`config.mk`:
```
export PLATFORM = sky130hd
export DESIGN_NAME = aoc_top
export DESIGN_NICKNAME = d
export VERILOG_FILES = /design/src/hw/aoc_pkg.sv /design/src/hw/aoc_top.sv
export SDC_FILE = /design/constraint.sdc
export NUM_CORES = 2
export LEC_CHECK = 0
export BUFFER_PORTS_ARGS = -buffer_cell sky130_fd_sc_hd__buf_2
export CAP_MARGIN = 25
export CORE_MARGIN = 5
export CORE_UTILIZATION = 25
export CTS_CLUSTER_SIZE = 20
export DETAILED_ROUTE_END_ITERATION = 10
export GPL_TIMING_DRIVEN = 0
export PLACE_DENSITY = 0.46
export SLEW_MARGIN = 20
export SYNTH_ARGS = -nofsm -noshare
export SYNTH_HDL_FRONTEND = slang
export SYNTH_SLANG_ARGS = --single-unit
```
`constraint.sdc`:
```
create_clock -name aclk -period 26.2 [get_ports aclk]
set_input_delay 1.31 -clock aclk [delete_from_list [all_inputs] [get_ports aclk]]
set_output_delay 1.31 -clock aclk [all_outputs]
set_load 0.01 [all_outputs]
```
`src/hw/aoc_pkg.sv`:
```
// Behaviour
// optional offset cancellation subtracts estimated offset from signal
// offset estimate comes from a first-order IIR low-pass filter
// three offset filter sets: 10 Hz, 1.0 Hz and 0.1 Hz
// startup runs 10 Hz for 80 ms, then 1.0 Hz for 70 ms, unlimited
// after startup the offset filter select field picks the filter
// the same select field enables output rate limiting after startup; the code uses a separate cfg bit (CFG_RL_BIT) instead
// rate limited output moves at most one step per slew period
// self-test freezes the cancellation output; startup timers keep running
// host should see offset init done before starting self-test
// offset monitor starts 2.1 s after reset regardless of select field
// monitor counter goes up outside limits, down inside them
// counter above count limit sets offset error in both status registers
// monitor counter saturates at its maximum, never wraps
// 16 to 1 linear interpolation gives 1 us output resolution
// each result is delayed one sample; interpolate previous to current
// periodic command sends interpolated sample, one sample latency
// 26-bit result is clipped and scaled to 10, 14 or 16 bits
// 10/14-bit word goes to periodic mode; 16-bit to data registers
// all widths share one LSB weight; 14-bit adds four range bits
// 16-bit register data adds six range bits, for test use
// before monitor start, counter stays zero and error flag clear
// out-of-range values saturate to the extreme valid code
`default_nettype none
package aoc_pkg;
   // ------------------------------------------------------------
   // timing
   // ------------------------------------------------------------
   localparam int CLK_HZ = 50_000_000;
   localparam int CLK_NS = 1_000_000_000 / CLK_HZ;
   localparam int T_PH1_MS = 80;
   localparam int T_PH2_MS = 70;
   localparam int T_MON_MS = 2100;
   localparam int T_US_NS = 1000;
   localparam int T_SLEW_US = 1000;
   localparam int PH1_CYC_D = T_PH1_MS * (CLK_HZ / 1000);
   localparam int PH2_CYC_D = T_PH2_MS * (CLK_HZ / 1000);
   localparam int MON_CYC_D = T_MON_MS * (CLK_HZ / 1000);
   localparam int SLEW_CYC_D = T_SLEW_US * (CLK_HZ / 1_000_000);
   localparam logic [5:0] US_CYC = 6'(T_US_NS / CLK_NS);
   // ------------------------------------------------------------
   // datapath
   // ------------------------------------------------------------
   localparam int DW = 26;
   localparam int FB = 30;
   localparam int SW = DW + FB;
   localparam int SCALE_SH = 10;
   localparam logic signed [26:0] OFF_STEP = 27'sh0000001;
   // feedback term (1 + d2) and feed-forward a0*n, both scaled by 2^30
   localparam logic [24:0] C_10 = 25'h1057041;
   localparam logic [24:0] B_10 = 25'h082b800;
   localparam logic [24:0] C_1 = 25'h01a5500;
   localparam logic [24:0] B_1 = 25'h00d2a8c;
   localparam logic [24:0] C_01 = 25'h002a2c0;
   localparam logic [24:0] B_01 = 25'h0015140;
   localparam logic [1:0] FSEL_OFF = 2'h0;
   localparam logic [1:0] FSEL_10 = 2'h1;
   localparam logic [1:0] FSEL_1 = 2'h2;
   localparam int CFG_RL_BIT = 2;
   localparam int CFG_W14_BIT = 3;
   localparam int CFG_ST_BIT = 4;
   localparam logic signed [32:0] MAX10 = 33'sh0000001ff;
   localparam logic signed [32:0] MAX14 = 33'sh000001fff;
   localparam logic signed [32:0] MAX16 = 33'sh000007fff;
   localparam logic [7:0] MON_MAX = 8'hff;
   // ------------------------------------------------------------
   // register map and reset values
   // ------------------------------------------------------------
   localparam logic [7:0] A_CFG = 8'h00;
   localparam logic [7:0] A_ACCEL_STAT = 8'h04;
   localparam logic [7:0] A_DEV_STAT = 8'h08;
   localparam logic [7:0] A_DATA_HI = 8'h0c;
   localparam logic [7:0] A_DATA_LO = 8'h10;
   localparam logic [7:0] A_OFF_LIM = 8'h14;
   localparam logic [7:0] A_CNT_LIM = 8'h18;
   localparam logic [4:0] CFG_RST = 5'h03;
   localparam logic [25:0] OFF_LIM_RST = 26'h0100000;
   localparam logic [7:0] CNT_LIM_RST = 8'h80;
   localparam logic [1:0] RESP_OKAY = 2'h0;
   localparam logic [1:0] RESP_SLVERR = 2'h2;
   typedef enum logic [1:0] {
      PH_ONE = 2'b00,
      PH_TWO = 2'b01,
      PH_DONE = 2'b10
   } aoc_phase_t;
endpackage : aoc_pkg
`default_nettype wire

```
`src/hw/aoc_top.sv`:
```
`default_nettype none
module aoc_top
   import aoc_pkg::*;
#(
   parameter logic [26:0] PH1_CYC = 27'(PH1_CYC_D),
   parameter logic [26:0] PH2_CYC = 27'(PH2_CYC_D),
   parameter logic [26:0] MON_CYC = 27'(MON_CYC_D),
   parameter logic [26:0] SLEW_CYC = 27'(SLEW_CYC_D)
)
(
   input wire logic aclk,
   input wire logic aresetn,
   input wire logic [7:0] awaddr,
   input wire logic awvalid,
   output logic awready,
   input wire logic [31:0] wdata,
   input wire logic [3:0] wstrb,
   input wire logic wvalid,
   output logic wready,
   output logic [1:0] bresp,
   output logic bvalid,
   input wire logic bready,
   input wire logic [7:0] araddr,
   input wire logic arvalid,
   output logic arready,
   output logic [31:0] rdata,
   output logic [1:0] rresp,
   output logic rvalid,
   input wire logic rready,
   input wire logic signed [25:0] sample_in,
   input wire logic sample_valid,
   input wire logic pdcm_cmd,
   output logic [15:0] pdcm_word,
   output logic pdcm_valid,
   output logic offset_error,
   output logic offset_init_done
);
   // ------------------------------------------------------------
   // helpers
   // ------------------------------------------------------------
   function automatic logic aoc_mapped(input logic [7:0] a);
      return a == A_CFG || a == A_ACCEL_STAT || a == A_DEV_STAT ||
         a == A_DATA_HI || a == A_DATA_LO || a == A_OFF_LIM ||
         a == A_CNT_LIM;
   endfunction : aoc_mapped

   // same LSB weight for every width, only the range differs
   function automatic logic [15:0] aoc_clip(
      input logic signed [32:0] v,
      input logic [1:0] w);
      logic signed [32:0] s;
      logic signed [32:0] m;
      s = v >>> SCALE_SH;
      case (w)
         2'h0: m = MAX10;
         2'h1: m = MAX14;
         default: m = MAX16;
      endcase
      if (s > m)
         return m[15:0];
      else if (s < -m)
         return 16'(-m);
      else
         return s[15:0];
   endfunction : aoc_clip

   function automatic logic [31:0] aoc_merge(
      input logic [31:0] o,
      input logic [31:0] d,
      input logic [3:0] st);
      logic [31:0] r;
      r = o;
      for (int i = 0; i < 4; i++)
         if (st[i])
            r[i*8 +: 8] = d[i*8 +: 8];
      return r;
   endfunction : aoc_merge

   // ------------------------------------------------------------
   // bus slave
   // ------------------------------------------------------------
   logic aw_got, w_got, wr_en;
   logic [7:0] wa;
   logic [31:0] wd;
   logic [3:0] ws;
   logic [4:0] cfg;
   logic [25:0] off_lim;
   logic [7:0] cnt_lim;
   logic [15:0] data16;
   aoc_phase_t phase;

   assign wr_en = aw_got && w_got && !bvalid;

   always_ff @(posedge aclk)
   begin
      if (!aresetn)
      begin
         aw_got <= 1'b0;
         w_got <= 1'b0;
         awready <= 1'b1;
         wready <= 1'b1;
         bvalid <= 1'b0;
         bresp <= RESP_OKAY;
         wa <= 8'h00;
         wd <= 32'h0;
         ws <= 4'h0;
      end
      else
      begin
         if (awvalid && awready)
         begin
            aw_got <= 1'b1;
            wa <= awaddr;
            awready <= 1'b0;
         end
         if (wvalid && wready)
         begin
            w_got <= 1'b1;
            wd <= wdata;
            ws <= wstrb;
            wready <= 1'b0;
         end
         if (wr_en)
         begin
            aw_got <= 1'b0;
            w_got <= 1'b0;
            bvalid <= 1'b1;
            bresp <= aoc_mapped(wa) ? RESP_OKAY : RESP_SLVERR;
         end
         if (bvalid && bready)
         begin
            bvalid <= 1'b0;
            awready <= 1'b1;
            wready <= 1'b1;
         end
      end
   end

   always_ff @(posedge aclk)
   begin
      if (!aresetn)
      begin
         cfg <= CFG_RST;
         off_lim <= OFF_LIM_RST;
         cnt_lim <= CNT_LIM_RST;
      end
      else if (wr_en)
      begin
         if (wa == A_CFG)
            cfg <= 5'(aoc_merge(32'(cfg), wd, ws));
         if (wa == A_OFF_LIM)
            off_lim <= 26'(aoc_merge(32'(off_lim), wd, ws));
         if (wa == A_CNT_LIM)
            cnt_lim <= 8'(aoc_merge(32'(cnt_lim), wd, ws));
      end
   end

   always_ff @(posedge aclk)
   begin
      if (!aresetn)
      begin
         arready <= 1'b1;
         rvalid <= 1'b0;
         rdata <= 32'h0;
         rresp <= RESP_OKAY;
      end
      else if (arvalid && arready)
      begin
         arready <= 1'b0;
         rvalid <= 1'b1;
         rresp <= aoc_mapped(araddr) ? RESP_OKAY : RESP_SLVERR;
         case (araddr)
            A_CFG: rdata <= 32'(cfg);
            // flag shown in both
            A_ACCEL_STAT, A_DEV_STAT:
               rdata <= {30'h0, offset_init_done, offset_error};
            A_DATA_HI: rdata <= {24'h0, data16[15:8]};
            A_DATA_LO: rdata <= {24'h0, data16[7:0]};
            A_OFF_LIM: rdata <= 32'(off_lim);
            A_CNT_LIM: rdata <= 32'(cnt_lim);
            default: rdata <= 32'h0;
         endcase
      end
      else if (rvalid && rready)
      begin
         rvalid <= 1'b0;
         arready <= 1'b1;
      end
   end

   // ------------------------------------------------------------
   // startup phases and monitor start
   // ------------------------------------------------------------
   logic [26:0] boot_cnt;
   logic mon_en;

   // phase timing
   always_ff @(posedge aclk)
   begin
      if (!aresetn)
      begin
         boot_cnt <= 27'h0;
         phase <= PH_ONE;
         mon_en <= 1'b0;
         offset_init_done <= 1'b0;
      end
      else
      begin
         // timers ignore self-test
         if (boot_cnt != MON_CYC)
            boot_cnt <= boot_cnt + 27'h1;
         // monitor start
         mon_en <= boot_cnt >= MON_CYC - 27'h1;
         case (phase)
            PH_ONE:
               if (boot_cnt >= PH1_CYC - 27'h1)
                  phase <= PH_TWO;
            PH_TWO:
               if (boot_cnt >= PH1_CYC + PH2_CYC - 27'h1)
               begin
                  phase <= PH_DONE;
                  offset_init_done <= 1'b1;
               end
            PH_DONE: phase <= PH_DONE;
            default: phase <= PH_ONE;
         endcase
      end
   end

   // ------------------------------------------------------------
   // offset low-pass filter
   // ------------------------------------------------------------
   logic signed [25:0] x_prev;
   logic signed [SW-1:0] yst;
   logic signed [SW-1:0] next_y;
   logic signed [81:0] prod_c;
   logic signed [52:0] prod_b;
   logic [24:0] coef_c, coef_b;
   logic [1:0] eff;
   logic signed [25:0] filt;

   assign filt = yst[SW-1:FB];

   // coefficient choice
   always_comb
   begin
      case (phase)
         PH_ONE: eff = FSEL_10;
         PH_TWO: eff = FSEL_1;
         default: eff = cfg[1:0];
      endcase
      case (eff)
         FSEL_10:
         begin
            coef_c = C_10;
            coef_b = B_10;
         end
         FSEL_1:
         begin
            coef_c = C_1;
            coef_b = B_1;
         end
         default:
         begin
            coef_c = C_01;
            coef_b = B_01;
         end
      endcase
      // y = y1 - c*y1 + b*(x + x1)
      prod_c = yst * $signed({1'b0, coef_c});
      prod_b = (sample_in + x_prev) * $signed({1'b0, coef_b});
      next_y = yst - SW'(prod_c >>> FB) + SW'(prod_b);
   end

   always_ff @(posedge aclk)
   begin
      if (!aresetn)
      begin
         x_prev <= 26'sh0;
         yst <= '0;
      end
      else if (sample_valid)
      begin
         x_prev <= sample_in;
         yst <= next_y;
      end
   end

   // ------------------------------------------------------------
   // cancellation output with rate limit
   // ------------------------------------------------------------
   logic signed [25:0] oc_out;
   logic [26:0] slew_cnt;
   logic slew_tick;
   logic signed [26:0] oc_diff;

   assign oc_diff = 27'(filt) - 27'(oc_out);

   always_ff @(posedge aclk)
   begin
      if (!aresetn)
      begin
         slew_cnt <= 27'h0;
         slew_tick <= 1'b0;
      end
      else
      begin
         slew_tick <= slew_cnt == SLEW_CYC - 27'h1;
         slew_cnt <= (slew_cnt == SLEW_CYC - 27'h1) ? 27'h0 :
            slew_cnt + 27'h1;
      end
   end

   always_ff @(posedge aclk)
   begin
      if (!aresetn)
         oc_out <= 26'sh0;
      // frozen in self-test
      else if (cfg[CFG_ST_BIT])
         oc_out <= oc_out;
      // startup unlimited
      else if (phase != PH_DONE)
         oc_out <= filt;
      // select field off
      else if (cfg[1:0] == FSEL_OFF)
         oc_out <= 26'sh0;
      // limit enable
      else if (!cfg[CFG_RL_BIT])
         oc_out <= filt;
      // one step per period
      else if (slew_tick)
      begin
         if (oc_diff > OFF_STEP)
            oc_out <= 26'(27'(oc_out) + OFF_STEP);
         else if (oc_diff < -OFF_STEP)
            oc_out <= 26'(27'(oc_out) - OFF_STEP);
         else
            oc_out <= filt;
      end
   end

   // ------------------------------------------------------------
   // offset monitor
   // ------------------------------------------------------------
   logic [7:0] mon_cnt;
   logic [25:0] filt_mag;
   logic out_lim;
   logic err_clr;

   assign filt_mag = filt[25] ? 26'(-filt) : 26'(filt);
   assign out_lim = filt_mag > off_lim;
   assign err_clr = wr_en && wa == A_ACCEL_STAT && ws[0] && wd[0];

   always_ff @(posedge aclk)
   begin
      if (!aresetn)
         mon_cnt <= 8'h0;
      // idle until enabled
      else if (!mon_en)
         mon_cnt <= 8'h0;
      else if (sample_valid)
      begin
         // saturating up/down
         if (out_lim && mon_cnt != MON_MAX)
            mon_cnt <= mon_cnt + 8'h1;
         else if (!out_lim && mon_cnt != 8'h0)
            mon_cnt <= mon_cnt - 8'h1;
      end
   end

   // a clear in the same cycle as a set loses
   always_ff @(posedge aclk)
   begin
      if (!aresetn)
         offset_error <= 1'b0;
      else if (!mon_en)
         offset_error <= 1'b0;
      // sticky error
      else if (mon_cnt > cnt_lim)
         offset_error <= 1'b1;
      else if (err_clr)
         offset_error <= 1'b0;
   end

   // ------------------------------------------------------------
   // delay, interpolation and output words
   // ------------------------------------------------------------
   logic signed [26:0] cur, prev;
   logic [5:0] us_cyc;
   logic [3:0] us_idx;
   logic signed [32:0] interp;

   // previous to current
   always_comb
      interp = 33'(prev) + ((33'(cur) - 33'(prev)) *
         $signed({1'b0, us_idx}) >>> 4);

   always_ff @(posedge aclk)
   begin
      if (!aresetn)
      begin
         cur <= 27'sh0;
         prev <= 27'sh0;
         data16 <= 16'h0;
      end
      else if (sample_valid)
      begin
         // corrected, delayed one sample
         prev <= cur;
         cur <= 27'(sample_in) - 27'(oc_out);
         // full range for registers
         data16 <= aoc_clip(33'(cur), 2'h2);
      end
   end

   // microsecond index
   always_ff @(posedge aclk)
   begin
      if (!aresetn || sample_valid)
      begin
         us_cyc <= 6'h0;
         us_idx <= 4'h0;
      end
      else if (us_cyc == US_CYC - 6'h1)
      begin
         us_cyc <= 6'h0;
         if (us_idx != 4'hf)
            us_idx <= us_idx + 4'h1;
      end
      else
         us_cyc <= us_cyc + 6'h1;
   end

   always_ff @(posedge aclk)
   begin
      if (!aresetn)
      begin
         pdcm_word <= 16'h0;
         pdcm_valid <= 1'b0;
      end
      else
      begin
         pdcm_valid <= pdcm_cmd;
         // clipped word
         if (pdcm_cmd)
            pdcm_word <= aoc_clip(interp, {1'b0, cfg[CFG_W14_BIT]});
      end
   end
endmodule : aoc_top
`default_nettype wire

```
== Word level (Yosys, flattened, before mapping) ==
Index checks and enable logic that the tools add are counted.
W data, S select, Z words.
Cells by class
  add/subtract/negate cells: 18
  multiply operators: 3
  order comparisons: 11
  equality and inequality tests: 25
  mux-type cells: 33
  bitwise operators: 3
  reductions and logical operators: 53
Operator list (number)
  $mux W26: 7
  $pmux W26 S6: 1
  $mux W33: 4
  $mul A56 B26 Y82: 1
  $neg A33 Y33: 2
  $pmux W33 S2: 1
  $mux W16: 4
  $add A56 B52 Y56: 1
  $sub A56 B52 Y56: 1
  $add A27 B1 Y27 const B: 2
  $sub A26 B26 Y27: 2
  $mul A27 B25 Y52: 1
  $pmux W25 S2: 1
  $eq A8 B5 Y1 const B: 6
  $pmux W24 S2: 1
  $gt A17 B33 Y1: 1
  $gt A20 B33 Y1: 1
  $lt A17 B33 Y1: 1
  $lt A20 B33 Y1: 1
  $mul A28 B5 Y33: 1
  $eq A8 B4 Y1 const B: 4
  $add A27 B29 Y30: 1
  $sub A27 B27 Y28: 1
  $add A26 B26 Y27: 1
  other kinds (40): 99
Storage, ports and cells
  register bits after elaboration: 393
  input port bits: 87
  output and inout port bits: 60
  logic and storage cells: 183

== Depth between registers and ports, before layout ==
  depth in word-level cells: 8
  depth in mapped cells: 60

== Least setup slack after synthesis ==
No wires, ideal clock.
  kind: register to register
  from: register phase[0]
  to: register yst[50]
  arrival time: 13.669 ns
  data required time: 26.138 ns
  slack: 12.468 ns
  stages on the path, launching flop included: 57
  buffers on the path: 4
  clock period less this slack: 13.732 ns
  cells stage by stage: dfxtp_1 -> inv_1 -> o21ai_0 -> ha_1 -> clkbuf_1 -> clkbuf_1 -> clkbuf_1 -> nand2_1 -> fa_1 -> inv_1 -> fa_1 -> inv_1 -> fa_1 -> fa_1 -> inv_1 -> fa_1 -> fa_1 -> inv_1 -> [21 not listed] -> fa_1 -> fa_1 -> inv_1 -> ha_1 -> clkbuf_1 -> a21o_1 -> a21o_1 -> a21o_1 -> a21oi_1 -> o21bai_1 -> a21o_1 -> a221o_1 -> a41oi_1 -> o21ai_0 -> a21oi_1 -> nor2_1 -> or4_1 -> nand3_1
Between the ends
  cells in the longest elaborated chain, start to end: 7
RTL lines
  start: declaration: RTL line aoc_top.sv:90  | aoc_phase_t phase;
  start signal: assignment: RTL line aoc_top.sv:203  | phase <= PH_ONE;
  start signal: assignment: RTL line aoc_top.sv:217  | phase <= PH_TWO;
  start signal: assignment: RTL line aoc_top.sv:221  | phase <= PH_DONE;
  $eq A2 B1 Y1 / $logic_not A2 Y1 (equally long branches): RTL line aoc_top.sv:247  | case (phase)
  $pmux W2 S2 (*): RTL line aoc_top.sv:247
  $eq A2 B2 Y1 / $eq A2 B1 Y1 (equally long branches): RTL line aoc_top.sv:252  | case (eff)
  $pmux W25 S2: RTL line aoc_top.sv:252
  $mul A56 B26 Y82: RTL line aoc_top.sv:270  | prod_c = yst * $signed({1'b0, coef_c});
  $sub A56 B52 Y56: RTL line aoc_top.sv:272  | next_y = yst - SW'(prod_c >>> FB) + SW'(prod_b);
  $add A56 B52 Y56 (*): RTL line aoc_top.sv:272
  end signal: assignment: RTL line aoc_top.sv:285  | yst <= next_y;
  end: declaration: RTL line aoc_top.sv:234  | logic signed [SW-1:0] yst;
Mark *: on every way between the ends. The rest lies on a longest branch, timed or not.
A chain may end at the register's enable or synchronous reset.

== Worst setup path after layout ==
Ends and elaborated chain as after synthesis.

==> results.py <==
metrics = {
    "cts": {
        "root_buffer": "clkbuf_16",
        "htreeDepth": 2,
        "cts_resized": 0,
        "cts_sinks": 385,
        "cts.path.max_buffers": 3,
        "cts_made_buffers": 51,
        "clock_latency_ns": 0.66,
        "postCtsHoldBufs": 0,
        "cts_tree": "built",
        "cts_setup_buffers": 0,
        "clk_pin_slew_worst_paths_ns": 0.06,
    },
    "setup_path": {
        "cp-end-kind": "register",
        "crit_required_ns": 26.77,
        "reg2reg_to": "yst[50]",
        "path_buf_inv": 12,
        "critical_path.max_stage_delay_ns": 0.82,
        "crit_type": "reg2reg",
        "crit_fanout": 10,
        "ff2ff_path_depth": 52,
        "r2r_slack_ns": 7.82,
        "arrival_ns": 18.95,
        "start_kind": "register",
        "critical-path-top-delay-family": "adder cells",
        "rr_startpoint": "phase[0]",
        "worst_path_max_delay_cell": "clkbuf_1",
        "crit_top_cell": "fa_1",
    },
    "job": {
        "maxCapViolations": 0,
    },
    "sta": {
        "holdWs_ns": 0.4505,
        "relSlewSlack": 0.2220,
        "setup-violations-final": 0,
        "grt_setup_unrepaired": "no",
        "period_minus_slack_ns": 18.38,
        "fmax_ghz": 0.05441,
        "fin_skew_ns": 0.07282,
        "fin_setup_tns_ns": 0,
        "drv_slew": 0,
        "min_period_over_period": 0.7015,
        "worst_pin_slew_ns": 1.167,
        "finalHoldViolations": 0,
    },
    "global_routing": {
        "grt_pass1_wl_um": 428400,
        "grt_overflow_total": 0,
        "grt_use_total": 0.1702,
        "grt_pass1_vias": 66210,
        "grt_max_degree": 30,
        "grt_antenna_before_repair": 36,
    },
    "yosys": {
        "yosys.area_share.simple": 0.1250,
        "syn_avg_cell_area_um2": 8.950,
        "syn_area_mm2": 0.08022,
        "synth-compound-area-share": 0.09438,
        "synth_edf_count": 0,
        "synthXorXnorAreaFrac": 0.03996,
        "synth_top_family_by_area": "adder cells",
        "yosys_warnings": 0,
        "synthAdderAreaFrac": 0.5166,
        "yosysSeqAreaShare": 0.09608,
        "synth_top_flop_cell": "dfxtp_1",
        "synthMuxAreaShare": 0.01527,
        "netlist_top_cells_count": "2144 x inv_1, 1382 x fa_1, 1101 x ha_1",
        "synthArstFlopShare": 0,
        "synth_top_area_cell": "fa_1",
        "ys_ff_latch": 385,
        "synth_area_leaders": "fa_1 34%, ha_1 17%, inv_1 10%, dfxtp_1 9.6%, nand2_1 2.5%",
        "ys_types": 85,
        "synth_top_area_frac": 0.3449,
        "yosysMostFrequentCell": "inv_1",
        "synth_cells": 8963,
    },
    "die": {
        "die_h_um": 576.5,
        "dieArea_mm2": 0.3323,
        "core_area_mm2": 0.3204,
        "fp.dieW_um": 576.5,
        "start_util": 0.2504,
        "io_pins": 147,
        "num_rows": 208,
    },
    "cells_and_area": {
        "drive_gt1_frac": 0.03786,
        "syn2layout_area_growth_pct": 10.31,
        "fill_cells": 34640,
        "finalNetCount": 11750,
    },
    "min_path": {
        "min_to": "slew_cnt[0]",
        "worstHoldStart": "slew_cnt[0]",
        "hp-class": "reg2reg",
        "whs_path_depth": 1,
    },
    "drt": {
        "detail_route.wl_per_cell_um": 20.85,
        "dr.pass1.iters": 6,
        "drc_errors": 0,
        "viasPerCell": 4.550,
        "drtIter0Drc": 4022,
        "antenna_left": 0,
        "routed_wl_um": 282500,
        "vias": 61660,
    },
    "place": {
        "gp_congestion": 0.9277,
        "place.port_buffers": 131,
        "post-dp-hpwl_um": 250900,
    },
    "status": {
        "status": "finished, final reports clean",
    },
}
==> cells by family (layout without fill, tap and decap cells) <==
group                      after synthesis  in the layout
adders and majority gates             2483           2483
buffers and inverters                 2386           2635
and+or+nand+nor                       2043           2043
AOI/OAI and AO/OA                     1177           1177
DFF                                    385            385
xor gates and xnor gates               366            366
muxes                                  121            121
other                                    2             37
==> routing by layer <==
metal | part of all wire | global-route usage
met1 | 0.45 | 0.2356
met2 | 0.46 | 0.2813
met3 | 0.056 | 0.02057
met4 | 0.029 | 0.04308
met5 | 0.000046 | 0
==> stage by stage <==
stage	instance area (µm²)	util	std cells	setup slack [ns]
6_report	88490	0.2762	13550	7.821
5_1_grt	88460	0.2761	13540	7.233
4_1_cts	88380	0.2759	13520	7.784
3_5_place_dp	86620	0.2704	13430	7.924
3_3_place_gp	86290	0.2693	13410	5.278
2_1_floorplan	80240	-	8970	12.47
==> cell type report <==
class,instances,area [µm²],share of cell area
Sequential cell,385,7707,0.08710
Inverter,2147,8059,0.09107
Clock buffer,70,1428,0.01613
Buffer,239,1007,0.01138
Timing Repair Buffer,158,962.2,0.01087
Tap cell,4305,5386,0.06087
Antenna cell,28,70.07,0.0007918
Multi-Input combinational cell,6199,63540,0.7181
Clock inverter,21,326.6,0.003691
==> layout by cell type, fill, tap and decap left out, drive strengths merged, types with 102 or more instances in the layout <==
cell       n
buf      191
dfxtp    385
nor3     119
a21oi    399
and2     208
mux2i    110
inv     2146
fa      1382
nand2b   102
a21o     146
nor2b    197
nand2    536
xnor2    207
nand3    151
clkbuf   276
nor2     477
ha      1101
o21ai    195
xor2     159
==> worst max-delay path by stage <==
stage / start / endpoint / slack, ns / cells after the start
after floorplan: phase[0] / yst[50] / 12.47 / 56
after global placement: phase[0] / yst[54] / 5.28 / 58
after detailed placement: phase[0] / yst[54] / 7.92 / 52
after CTS: phase[0] / yst[50] / 7.78 / 52
after global routing: phase[0] / yst[54] / 7.23 / 57
final: phase[0] / yst[50] / 7.82 / 52
==> registers in the layout, indices dropped and copies added, names as in the netlist, 8 cells and up <==
| register | flops |
|---|---|
| cur | 27 |
| yst | 56 |
| prev | 27 |
| off_lim | 26 |
| pdcm_word | 16 |
| boot_cnt | 27 |
| mon_cnt | 8 |
| wd | 26 |
| rdata | 26 |
| wa | 8 |
| cnt_lim | 8 |
| x_prev | 26 |
| data16 | 16 |
| oc_out | 26 |
| slew_cnt | 27 |
Power is not shown: default switching activity piles up to over one toggle a cycle in this logic, so the estimate is an artifact.
